[config.mk]
export PLATFORM = sky130hd
export DESIGN_NAME = wd_reset_status
export DESIGN_NICKNAME = d
export VERILOG_FILES = /design/src/core/wd_pkg.sv /design/src/core/wd_pin_sync.sv /design/src/core/wd_reset_status.sv
export SDC_FILE = /design/constraint.sdc
export NUM_CORES = 1
export LEC_CHECK = 0
export ABC_AREA = 0
export BUFFER_PORTS_ARGS = -buffer_cell sky130_fd_sc_hd__buf_4
export CAP_MARGIN = 40
export CORE_UTILIZATION = 50
export DETAILED_ROUTE_END_ITERATION = 7
export GPL_ROUTABILITY_DRIVEN = 0
export PLACE_DENSITY = 0.79
export SLEW_MARGIN = 0
export SYNTH_ARGS = -nofsm -noshare
export SYNTH_HDL_FRONTEND = slang
export SYNTH_SLANG_ARGS = --single-unit
[constraint.sdc]
create_clock -name clk -period 3.3 [get_ports clk]
set_clock_uncertainty 0.1 [all_clocks]
set_input_delay 0.165 -clock clk [delete_from_list [all_inputs] [get_ports clk]]
set_output_delay 0.165 -clock clk [all_outputs]
set_load 0.02 [all_outputs]
[src/core/wd_pkg.sv]
// Constants shared by the watchdog and reset status block
package wd_pkg;

	// Bus geometry
	localparam int          WB_DAT_W       = 32;
	localparam int          WB_ADR_W       = 8;
	localparam int          REG_W          = 8;

	// Register indices; the byte address is four times the index
	localparam logic [7:0]  REG_IDX_CAUSE  = 8'h20;
	localparam logic [7:0]  REG_IDX_CTRL   = 8'h21;
	localparam logic [1:0]  ADR_LOW_ZERO   = 2'h0;

	// Reset cause register fields
	localparam int          CAUSE_POR_BIT  = 0;
	localparam int          CAUSE_EXT_BIT  = 1;
	localparam int          CAUSE_BOR_BIT  = 2;
	localparam int          CAUSE_WD_BIT   = 3;
	localparam int          CAUSE_FLAGS_W  = 4;

	// Control register fields
	localparam int          CTRL_PS0_BIT   = 0;
	localparam int          CTRL_PS2_BIT   = 2;
	localparam int          CTRL_EN_BIT    = 3;
	localparam int          CTRL_UNLK_BIT  = 4;
	localparam int          CTRL_PS3_BIT   = 5;
	localparam int          CTRL_IE_BIT    = 6;
	localparam int          CTRL_IF_BIT    = 7;

	// Period select: codes above the last valid one are reserved
	localparam int          PERIOD_W       = 4;
	localparam logic [3:0]  PERIOD_RST     = 4'h0;
	localparam logic [3:0]  PERIOD_MAX     = 4'h9;
	localparam int          WD_BASE_CYCLES = 2048;
	localparam int          WD_CNT_W       = 21;

	// Clocks and the unlock window
	localparam int          CLK_HZ         = 50000000;
	localparam int          WD_OSC_HZ      = 128000;
	localparam int          UNLOCK_CYCLES  = 4;
	localparam int          UNLOCK_CNT_W   = 3;

	// Unlock window states, Gray coded
	typedef enum logic [1:0]
	{
		UL_IDLE = 2'b00,
		UL_OPEN = 2'b01
	} unlock_e;

endpackage

[src/core/wd_pin_sync.sv]
// Two-flop synchronisers for the reset-source and fuse pins plus oscillator edge detect
`timescale 1ns/1ps
`default_nettype none
module wd_pin_sync
(
	input  wire logic clk,          // System clock
	input  wire logic osc_in,       // 128 kHz watchdog oscillator
	input  wire logic por_in,       // Power-on reset active
	input  wire logic bor_in,       // Brown-out reset active
	input  wire logic ext_in,       // External pin reset active
	input  wire logic level2_in,    // Safety level 2 fuse
	output logic      osc_tick,     // One-cycle pulse per oscillator rise
	output logic      por_s,        // Synchronised power-on
	output logic      bor_s,        // Synchronised brown-out
	output logic      ext_s,        // Synchronised external reset
	output logic      level2_s      // Synchronised fuse level
);

	logic [4:0] meta_q;
	logic [4:0] sync_q;
	logic       osc_last_q;

	////////////////////////////////////////////////////////////////////////////////
	// No reset here: the cause pins must be seen while the chip sits in reset
	always_ff @(posedge clk)
	begin
		meta_q <= {level2_in, ext_in, bor_in, por_in, osc_in};
		sync_q <= meta_q;
		osc_last_q <= sync_q[0];
	end

	////////////////////////////////////////////////////////////////////////////////
	// Edge detect reads the second stage and its delayed copy, never the first
	assign osc_tick = sync_q[0] & ~osc_last_q;
	assign por_s    = sync_q[1];
	assign bor_s    = sync_q[2];
	assign ext_s    = sync_q[3];
	assign level2_s = sync_q[4];

endmodule
`default_nettype wire

[src/core/wd_reset_status.sv]
// Watchdog timer control and reset cause status behind a Wishbone slave
//
// The Wishbone slave port was left to the implementer.
`timescale 1ns/1ps
`default_nettype none
module wd_reset_status
	import wd_pkg::*;
#(
	parameter int WD_BASE = WD_BASE_CYCLES     // Oscillator cycles of the shortest period
)
(
	input  wire logic                clk,               // System clock, 50 MHz
	input  wire logic                rst,               // Chip reset, synchronous, active high
	input  wire logic                wb_cyc_i,          // Wishbone cycle
	input  wire logic                wb_stb_i,          // Wishbone strobe
	input  wire logic                wb_we_i,           // Wishbone write enable
	input  wire logic [WB_ADR_W-1:0] wb_adr_i,          // Wishbone byte address
	input  wire logic [3:0]          wb_sel_i,          // Wishbone byte selects
	input  wire logic [WB_DAT_W-1:0] wb_dat_i,          // Wishbone write data
	output logic      [WB_DAT_W-1:0] wb_dat_o,          // Wishbone read data
	output logic                     wb_ack_o,          // Wishbone acknowledge
	input  wire logic                wd_osc_in,         // 128 kHz watchdog oscillator pin
	input  wire logic                por_active,        // Power-on reset source active
	input  wire logic                bor_active,        // Brown-out reset source active
	input  wire logic                ext_active,        // External pin reset source active
	input  wire logic                safety_level2,     // Fuse: safety level 2 when high
	input  wire logic                wd_restart_instr,  // Restart instruction pulse from core
	input  wire logic                global_irq_enable, // Global interrupt enable from core
	input  wire logic                wd_irq_vector_ack, // Core executes the watchdog vector
	output logic                     wd_irq_req,        // Watchdog interrupt request
	output logic                     wd_chip_reset      // One-cycle watchdog reset request
);

	////////////////////////////////////////////////////////////////////////////////
	// Declarations

	logic                    osc_tick;
	logic                    por_s;
	logic                    bor_s;
	logic                    ext_s;
	logic                    level2_s;

	logic [CAUSE_FLAGS_W-1:0] cause_q;
	logic                    irq_flag_q;
	logic                    irq_en_q;
	logic                    en_q;
	logic [PERIOD_W-1:0]     period_q;
	unlock_e                 unlock_q;
	logic [UNLOCK_CNT_W-1:0] unlock_cnt_q;
	logic [WD_CNT_W-1:0]     wd_cnt_q;
	logic                    reset_pulse_q;
	logic                    ack_q;
	logic [WB_DAT_W-1:0]     rdata_q;

	logic                    bus_req;
	logic                    wr_take;
	logic                    wr_cause;
	logic                    wr_ctrl;
	logic [REG_W-1:0]        wdat;
	logic                    unlocked;
	logic                    en_eff;
	logic                    running;
	logic [WD_CNT_W-1:0]     limit;
	logic                    timeout;
	logic [REG_W-1:0]        ctrl_view;
	logic [REG_W-1:0]        cause_view;
	logic                    unlock_open;

	////////////////////////////////////////////////////////////////////////////////
	// Address decode, shared by reads and writes

	function automatic logic hits(input logic [WB_ADR_W-1:0] adr, input logic [7:0] idx);
		logic [WB_ADR_W-1:0] word;
		word = {idx[WB_ADR_W-3:0], ADR_LOW_ZERO};
		return adr == word;
	endfunction

	// Period code to oscillator cycles; reserved codes take the longest period
	function automatic logic [WD_CNT_W-1:0] period_cycles(input logic [PERIOD_W-1:0] code);
		logic [PERIOD_W-1:0] c;
		c = (code > PERIOD_MAX) ? PERIOD_MAX : code;
		return WD_CNT_W'(WD_BASE) << c;
	endfunction

	////////////////////////////////////////////////////////////////////////////////
	// Pin synchronisers
	// The cause pins and the fuse are asynchronous; only synced copies are read

	wd_pin_sync u_sync
	(
		.clk       (clk),
		.osc_in    (wd_osc_in),
		.por_in    (por_active),
		.bor_in    (bor_active),
		.ext_in    (ext_active),
		.level2_in (safety_level2),
		.osc_tick  (osc_tick),
		.por_s     (por_s),
		.bor_s     (bor_s),
		.ext_s     (ext_s),
		.level2_s  (level2_s)
	);

	////////////////////////////////////////////////////////////////////////////////
	// Bus slave: ack one cycle after the request, writes land on the ack edge
	// A request is taken on an edge with cyc and stb high and ack low; ack
	// then stands for one cycle and the write lands on the edge that samples
	// it. The read path is registered, so every access costs two edges.

	assign bus_req  = wb_cyc_i & wb_stb_i;
	assign wr_take  = bus_req & wb_we_i & ack_q & wb_sel_i[0];
	assign wr_cause = wr_take & hits(wb_adr_i, REG_IDX_CAUSE);
	assign wr_ctrl  = wr_take & hits(wb_adr_i, REG_IDX_CTRL);
	assign wdat     = wb_dat_i[REG_W-1:0];

	// Acknowledge every access, mapped or not, so the bus never hangs
	always_ff @(posedge clk)
	begin
		if (rst)
			ack_q <= 1'b0;
		else
			ack_q <= bus_req & ~ack_q;
	end

	// Read data captured with the request; unmapped addresses read zero
	always_ff @(posedge clk)
	begin
		if (rst)
			rdata_q <= '0;
		else if (bus_req & ~ack_q)
		begin
			if (hits(wb_adr_i, REG_IDX_CAUSE))
				rdata_q <= {{(WB_DAT_W-REG_W){1'b0}}, cause_view};
			else if (hits(wb_adr_i, REG_IDX_CTRL))
				rdata_q <= {{(WB_DAT_W-REG_W){1'b0}}, ctrl_view};
			else
				rdata_q <= '0;
		end
	end

	assign wb_ack_o = ack_q;
	assign wb_dat_o = rdata_q;

	////////////////////////////////////////////////////////////////////////////////
	// Reset cause flags: not cleared by the chip reset, so they survive it

	// Upper nibble is not stored at all, so it reads zero whatever was written
	assign cause_view = {{(REG_W-CAUSE_FLAGS_W){1'b0}}, cause_q};

	// Power-on both clears the other causes and records itself; the chip
	// reset is not applied here, so a recorded cause outlives its own reset
	// Hardware sets win over a software zero-write in the same cycle
	always_ff @(posedge clk)
	begin
		if (por_s)
		begin
			cause_q                <= '0;
			cause_q[CAUSE_POR_BIT] <= 1'b1;
		end
		else
		begin
			if (wr_cause)
				cause_q <= cause_q & wdat[CAUSE_FLAGS_W-1:0];
			if (reset_pulse_q)
				cause_q[CAUSE_WD_BIT] <= 1'b1;
			if (bor_s)
				cause_q[CAUSE_BOR_BIT] <= 1'b1;
			if (ext_s)
				cause_q[CAUSE_EXT_BIT] <= 1'b1;
		end
	end

	////////////////////////////////////////////////////////////////////////////////
	// Unlock window: opened by one write carrying unlock and enable

	assign unlocked = (unlock_q == UL_OPEN);

	// Only a write carrying both unlock and enable opens the window
	assign unlock_open = wr_ctrl & wdat[CTRL_UNLK_BIT] & wdat[CTRL_EN_BIT];

	// Counted in system clocks; a fresh open write restarts the count
	// The count runs down to zero, so the window covers the four edges after the open
	always_ff @(posedge clk)
	begin
		if (rst)
		begin
			unlock_q     <= UL_IDLE;
			unlock_cnt_q <= '0;
		end
		else if (unlock_open)
		begin
			unlock_q     <= UL_OPEN;
			unlock_cnt_q <= UNLOCK_CNT_W'(UNLOCK_CYCLES - 1);
		end
		else
		begin
			case (unlock_q)
				UL_IDLE:
					unlock_cnt_q <= '0;
				UL_OPEN:
				begin
					if (unlock_cnt_q == '0)
						unlock_q <= UL_IDLE;
					else
						unlock_cnt_q <= unlock_cnt_q - 1'b1;
				end
				default:
					unlock_q <= UL_IDLE;
			endcase
		end
	end

	////////////////////////////////////////////////////////////////////////////////
	// Enable bit and period select

	// Level 2 pins the enable; level 1 forces it while the watchdog flag stands
	assign en_eff = en_q | level2_s | cause_q[CAUSE_WD_BIT];

	// A zero only sticks inside the window; a one always sticks
	// Level 2 and the flag force only en_eff, not en_q, so the stored bit can still clear
	always_ff @(posedge clk)
	begin
		if (rst)
			en_q <= 1'b0;
		else if (wr_ctrl)
		begin
			if (wdat[CTRL_EN_BIT])
				en_q <= 1'b1;
			else if (unlocked)
				en_q <= 1'b0;
		end
	end

	// Judged on the window state before this write, so it cannot self-unlock
	always_ff @(posedge clk)
	begin
		if (rst)
			period_q <= PERIOD_RST;
		else if (wr_ctrl & unlocked)
			period_q <= {wdat[CTRL_PS3_BIT], wdat[CTRL_PS2_BIT:CTRL_PS0_BIT]};
	end

	////////////////////////////////////////////////////////////////////////////////
	// Interrupt enable and flag

	// A timeout with the enable set arms the next timeout for a reset
	always_ff @(posedge clk)
	begin
		if (rst)
			irq_en_q <= 1'b0;
		else if (timeout & en_eff)
			irq_en_q <= 1'b0;
		else if (wr_ctrl)
			irq_en_q <= wdat[CTRL_IE_BIT];
	end

	// Set wins over the write-one clear and over the vector clear,
	// so a timeout that lands on a clear is never lost
	always_ff @(posedge clk)
	begin
		if (rst)
			irq_flag_q <= 1'b0;
		else if (timeout & irq_en_q)
			irq_flag_q <= 1'b1;
		else if (wd_irq_vector_ack | (wr_ctrl & wdat[CTRL_IF_BIT]))
			irq_flag_q <= 1'b0;
	end

	assign wd_irq_req = irq_flag_q & irq_en_q & global_irq_enable;

	////////////////////////////////////////////////////////////////////////////////
	// Timeout counter on the oscillator tick
	// Limitation: the period is read live, so a change in the window applies
	// to the count already under way rather than waiting for a restart

	assign running = en_eff | irq_en_q;
	assign limit   = period_cycles(period_q);
	// Greater-or-equal, so a period shortened mid-count ends on the next tick
	// instead of letting the counter run through its whole range first
	assign timeout = running & osc_tick & (wd_cnt_q >= limit - 1'b1);

	// Stopped timer holds at zero so enabling it starts a full period
	always_ff @(posedge clk)
	begin
		if (rst | wd_restart_instr | ~running)
			wd_cnt_q <= '0;
		else if (timeout)
			wd_cnt_q <= '0;
		else if (osc_tick)
			wd_cnt_q <= wd_cnt_q + 1'b1;
	end

	// Reset only when enable is set and interrupt enable is clear
	always_ff @(posedge clk)
	begin
		if (rst)
			reset_pulse_q <= 1'b0;
		else
			reset_pulse_q <= timeout & en_eff & ~irq_en_q;
	end

	assign wd_chip_reset = reset_pulse_q;

	////////////////////////////////////////////////////////////////////////////////
	// Control register read view
	// Enable reads back the forced value, not only the stored bit

	always_comb
	begin
		ctrl_view                                = '0;
		ctrl_view[CTRL_IF_BIT]                   = irq_flag_q;
		ctrl_view[CTRL_IE_BIT]                   = irq_en_q;
		ctrl_view[CTRL_PS3_BIT]                  = period_q[PERIOD_W-1];
		ctrl_view[CTRL_UNLK_BIT]                 = unlocked;
		ctrl_view[CTRL_EN_BIT]                   = en_eff;
		ctrl_view[CTRL_PS2_BIT:CTRL_PS0_BIT]     = period_q[PERIOD_W-2:0];
	end

endmodule
`default_nettype wire

Word-level counts from Yosys, hierarchy flattened
Cells that the tools add are included.
{ "totals": {"wordCells": 98, "out_inout_bits": 35, "regBits": 82} }
{ "classes": {"n_reduce_logical": 17, "mux": 17, "shift": 1, "magnitude_cmp": 2, "n_bitwise": 31, "n_addsub": 3, "n_eq_ne": 8} }
{ "op_table": {"columns": ["operator", "n"], "rows": [
  ["adder 21 x 1 -> 21 bit, second input constant", 1],
  [">= comparator 21 bit", 1],
  ["left shift 12 x 4 -> 21 bit, first input constant", 1],
  ["subtractor 21 x 1 -> 21 bit, second input constant", 1],
  ["bitwise AND 1 bit", 19],
  ["== test 8 bit, second input constant", 2],
  ["two-way mux 8 bit", 2],
  ["nonzero test 2 bit", 6],
  ["AND reduction 2 bit", 5],
  ["two-way mux 1 bit", 8],
  ["two-way mux 4 bit", 2],
  ["bitwise OR 1 bit", 6],
  ["one-hot mux 3 bit (2 select lines)", 1],
  ["OR reduction 2 bit", 3],
  ["NOT 1 bit", 5],
  ["bitwise AND 4 bit", 1],
  ["> comparator 4 bit, second input constant", 1],
  ["two-way mux 2 bit", 2],
  ["inequality test 2 bit, second input constant", 2],
  ["one-hot mux 2 bit (2 select lines)", 1],
  ["zero test 3 bit", 1],
  ["two-way mux 3 bit", 1],
  ["inequality test 3 x 1 -> 1 bit, second input constant", 1],
  ["inequality test 3 bit, second input constant", 1],
  ["5 further kinds", 5]
]} }

Depth between registers and ports, before layout
{ "depth": {"depth_word": 9, "mapped_depth": 14} }

Modules after synthesis
From an unflattened synthesis, not the netlist that was laid out.
{ "unflattened": {"cells_unflattened": 316, "hier_area_um2": 2736.4} }
{ "modules_own_cells": {"columns": ["module", "seq_area_each_um2", "cells_each", "area_per_inst_um2", "instances"], "rows": [
  ["wd_reset_status", 920.9, 304, 2502.4, 1],
  ["wd_pin_sync", 220.2, 12, 234.0, 1]
]} }

Worst setup path after synthesis
Ideal clock, no wire load.
{ "synth_path": {"kind": "register -> register", "startpoint": "register period_q[0]", "endpoint": "register wd_cnt_q[10]", "stages_incl_launch_ff": 14, "setup_slack_ps": 374, "arrival_time_ps": 2698, "required_time_ps": 3072, "setup_ps": 128, "period_less_slack_ps": 2926, "cell_sequence": "dfxtp_1 clkbuf_1 or4_1 ha_1 nor3_1 a21o_1 a22oi_1 ha_1 nand4_1 nor3b_1 nand3_1 nand4_1 clkbuf_1 nor2_1"} }
{ "synth_between": {"elab_chain_len": 7} }
{ "synth_rtl": {"columns": ["item", "line_no", "source"], "rows": [
  ["start, declared", "wd_reset_status.sv:47", "logic [PERIOD_W-1:0] period_q;"],
  ["start signal, assigned", "wd_reset_status.sv:240", "period_q <= {wdat[CTRL_PS3_BIT], wdat[CTRL_PS2_BIT:CTRL_PS0_BIT]};"],
  ["> comparator 4 bit", "wd_reset_status.sv:81", "c = (code > PERIOD_MAX) ? PERIOD_MAX : code;"],
  ["two-way mux 4 bit *", "wd_reset_status.sv:81", null],
  ["left shift 12 x 4 -> 21 bit *", "wd_reset_status.sv:82", "return WD_CNT_W'(WD_BASE) << c;"],
  ["subtractor 21 x 1 -> 21 bit *", "wd_reset_status.sv:280", "assign timeout = running & osc_tick & (wd_cnt_q >= limit - 1'b1);"],
  [">= comparator 21 bit *", "wd_reset_status.sv:280", null],
  ["bitwise AND 1 bit *", "wd_reset_status.sv:280", null],
  ["OR reduction 2 bit (no source line) *", null, null],
  ["end signal, assigned", "wd_reset_status.sv:290", "wd_cnt_q <= wd_cnt_q + 1'b1;"],
  ["end, declared", "wd_reset_status.sv:50", "logic [WD_CNT_W-1:0] wd_cnt_q;"]
]} }
Mark *: on every way between the ends. The rest lies on a longest branch, timed or not.
A chain may end at the register's enable or synchronous reset.

Worst setup path in the final report
{ "layout_path": {"startpoint": "register period_q[1]", "endpoint": "register wd_cnt_q[6]"} }
Same word-level chain as after synthesis.

==> flow_summary_export.csv <==
group,metric,value,unit
run_status,status,"complete, no violations",
global_routing,grt_usage,0.204,
placement,dpl.hpwl,3.91,mm
finish,layout-drive-gt1-share,0.198,
timing,finalSetupViolations,0,
drt,drc,0,
setup_path,worstReg2RegStart,"period_q[1]",
synth,synth_cell_type_count,44,
min_path,hold-path-endpoint,"period_q[2]",
global_routing,use_met3,0.0582,
global_routing,overflow,0,
synth,syn_inst,306,
job,drv_cap,0,
synth,synth-main-ff-cell,"dfxtp_1",
setup_path,worstPathArrival,3.18,ns
floorplan,num_rows,26,
clock_network,cts-root-buf,"clkbuf_8",
timing,period_needed,3.05,ns
global_routing,met1_usage,0.262,
setup_path,reg2reg_setup_slack,0.25,ns
floorplan,die_area,5740,um2
synth,synthesis.area,2720,um2
clock_network,cts_max_level,3,
drt,drtPass1Iterations,4,
timing,worstMarginPinSlew,1.02,ns
timing,maxSlewHeadroom,0.312,
floorplan,die_height,75.7,um
pwr,power.leakage,1.32,nW
synth,synth.avg_cell_area,8.89,um2
synth,synth_edf_count,0,
pwr,cellPowerDensity,421,nW/um2
synth,synthArstFlopShare,0,
finish,final_nets,429,
min_path,worstHoldStart,"wb_dat_i[2]",
synth,synth_most_common_cell,"dfxtp_1",
floorplan,coreArea,5170,um2
clock_network,clkSinkCount,57,
min_path,worstHoldPathCells,3,
pwr,power,1.37,mW
floorplan,die_x,75.7,um
drt,vias,2205,
synth,synth_top_cell_area_share,0.420,
setup_path,critical-path-max-stage-delay,0.58,ns
setup_path,slowest_stage,"or4_1",
finish,fill_cells,439,
setup_path,worstPathRequired,3.42,ns
global_routing,antenna_found_initial,0,
drt,wl_per_cell,12.4,um
floorplan,io_pins,92,
setup_path,crit_path_end_kind,"flop",
clock_network,cts_tree,"done",
timing,hold_viol,0,
timing,fmax,0.327,GHz
clock_network,numCtsBuffers,9,
timing,fin_tns_setup,0,ns
pwr,peakVddDrop,338,uV
setup_path,critPathKind,"reg -> reg",
synth,synth_common_cells,"57 x dfxtp_1, 40 x nor2_1, 24 x buf_4, 23 x nand2_1, 18 x a21oi_1",
setup_path,path_cells,"or4_1 > ha_1 > nor3_1 > a21o_1 > a22oi_1 > ha_1 > nand4_1 > nor3b_1 > nand3_1 > nand4_1 > buf_4 > nor2_1",
finish,area_growth,20.1,%
global_routing,busiest_layer,"met2",
synth,synth_top_cell_by_area,"dfxtp_1",
global_routing,grt_max_degree,24,
finish,insertedDiodeCount,0,
synth,seq_area_frac_synth,0.420,
setup_path,crit_fanout,21,
setup_path,reg2reg_depth,12,
drt,ant_nets,0,
timing,fin_crit_sh,0.925,
clock_network,path_clk_slew,0.06,ns
timing,finalMaxSlewViolations,0,
timing,rsz0062_at_grt,"false",
setup_path,r2r_end,"wd_cnt_q[6]",
timing,setup_slack,0.247,ns
global_routing,use_met2,0.312,
global_routing,grt_pass1_vias,1948,
global_routing,grt_pass1_wl,8.59,mm
synth,synth-seq-cells,57,
clock_network,cts_setup_buffers,0,
setup_path,worstSetupStartpointType,"flop",
drt,routed_wl,5.39,mm
clock_network,clockBufferDepth,2,
synth,synth_warnings,0,
placement,pre_cts_ws,0.291,ns
finish,final_util,0.631,
drt,drtIter0Drc,96,
drt,vias_per_cell,5.09,
clock_network,clk_latency,0.34,ns
synth,synth_area_leaders,"dfxtp_1 42%, buf_4 6.6%, ha_1 6.4%, nor2_1 5.5%, xor2_1 4.8%",
floorplan,initial_core_util,0.526,
min_path,min-delay-path-class,"in -> reg",
placement,io_buffers,40,
## sequential cells by signal (all words and copies together) (netlist names), 3 cells and up
register and cells:
cause_q 4, u_sync.meta_q 5, unlock_cnt_q 3, period_q 4, u_sync.sync_q 5, wb_dat_o 8, wd_cnt_q 21
## layer usage
metal / wire [um] / up-vias
met3: 192 / 13
li1: - / 1108
met1: 2440 / 1030
met5: 0 / -
met2: 2620 / 54
met4: 128 / 0
## critical path: cells and delay by family, from the launching register on
kind	cells	cell delay, ns
AO/OA/AOI/OAI	2	0.18
buffers and inverters	1	0.25
AND/OR/NAND/NOR	7	1.48
adder cells (fa/ha/maj)	2	0.55
flip-flops	1	0.38
## where the power goes
part           internal, mW  total [mW]  switching, mW
Clock                 0.291       0.582          0.290
Sequential            0.698       0.702        0.00474
Combinational        0.0384      0.0903         0.0519
Total                  1.03        1.37          0.347
## timing repair
action,4_1_cts,5_1_grt
endpoints found under the hold margin,9,0
endpoints found under the setup margin,0,0
resized for setup,0,0
hold buffers,8,0
## layout make-up
class,instances,area [um2],share of cell area
Multi-Input combinational cell,229,1410,0.430
Clock inverter,6,43.8,0.0134
Clock buffer,10,138,0.0421
Sequential cell,57,1140,0.349
Timing Repair Buffer,53,420,0.129
Tap cell,70,87.6,0.0268
Inverter,8,30.0,0.00920
## worst max path at each step
| stage | cells past startpoint | slack [ns] | startpoint | to |
|---|---|---|---|---|
| global route | 12 | 0.05 | period_q[1] | wd_cnt_q[20] |
| finish | 12 | 0.25 | period_q[1] | wd_cnt_q[6] |
| floorplan | 13 | 0.37 | period_q[0] | wd_cnt_q[10] |
| CTS | 12 | 0.27 | period_q[1] | wd_cnt_q[6] |
| detailed placement | 12 | 0.29 | period_q[1] | wd_cnt_q[0] |
| global placement | 11 | 0.35 | period_q[1] | irq_flag_q |
## through the flow
step / area [um2] / hold slack, ns / cells
2_1_floorplan: 2810 / 0.0927 / 329
3_3_place_gp: 2990 / 0.169 / 408
3_5_place_dp: 3000 / 0.170 / 409
4_1_cts: 3270 / 0.00930 / 433
5_1_grt: 3270 / 0.0131 / 433
6_report: 3270 / 0.0165 / 433
## kinds of logic (layout without fill, tap and decap cells)
kind of cell    Yosys count  count (layout)  share of synthesized area
mux                       6               6                     0.0239
compound gates           41              41                     0.0930
flops                    57              57                      0.420
simple gates            121             121                      0.230
fa+ha+maj                14              14                     0.0644
buf+inv                  43              77                     0.0953
other cells               2              25                    0.00276
xor+xnor                 22              22                     0.0709
## cell usage in the layout (no fill, tap or decap), types with 2 or more instances in the layout
cell type / Yosys / routed
nor2b_1: 2 / 2
mux2i_1: 2 / 2
o211ai_1: 2 / 2
nor2_1: 40 / 40
xnor2_1: 7 / 7
clkbuf_8: 0 / 10
and3_1: 4 / 4
o21ai_0: 7 / 7
dlygate4sd3_1: 0 / 8
clkinvlp_4: 0 / 4
xor2_1: 15 / 15
nand2_1: 23 / 23
a211oi_1: 2 / 2
mux2_2: 4 / 4
and2_1: 2 / 2
nand3_1: 16 / 16
nand3b_1: 3 / 3
or2_2: 2 / 2
conb_1: 2 / 25
a21oi_1: 18 / 18
ha_1: 14 / 14
inv_1: 8 / 8
buf_4: 24 / 44
nand4_1: 8 / 8
and4_1: 3 / 3
a22oi_1: 6 / 6
dfxtp_1: 57 / 57
nor4_1: 3 / 3
nor3_1: 3 / 3
nand2b_1: 2 / 2
o31ai_1: 2 / 2
Power figures use the tool's default switching activity.
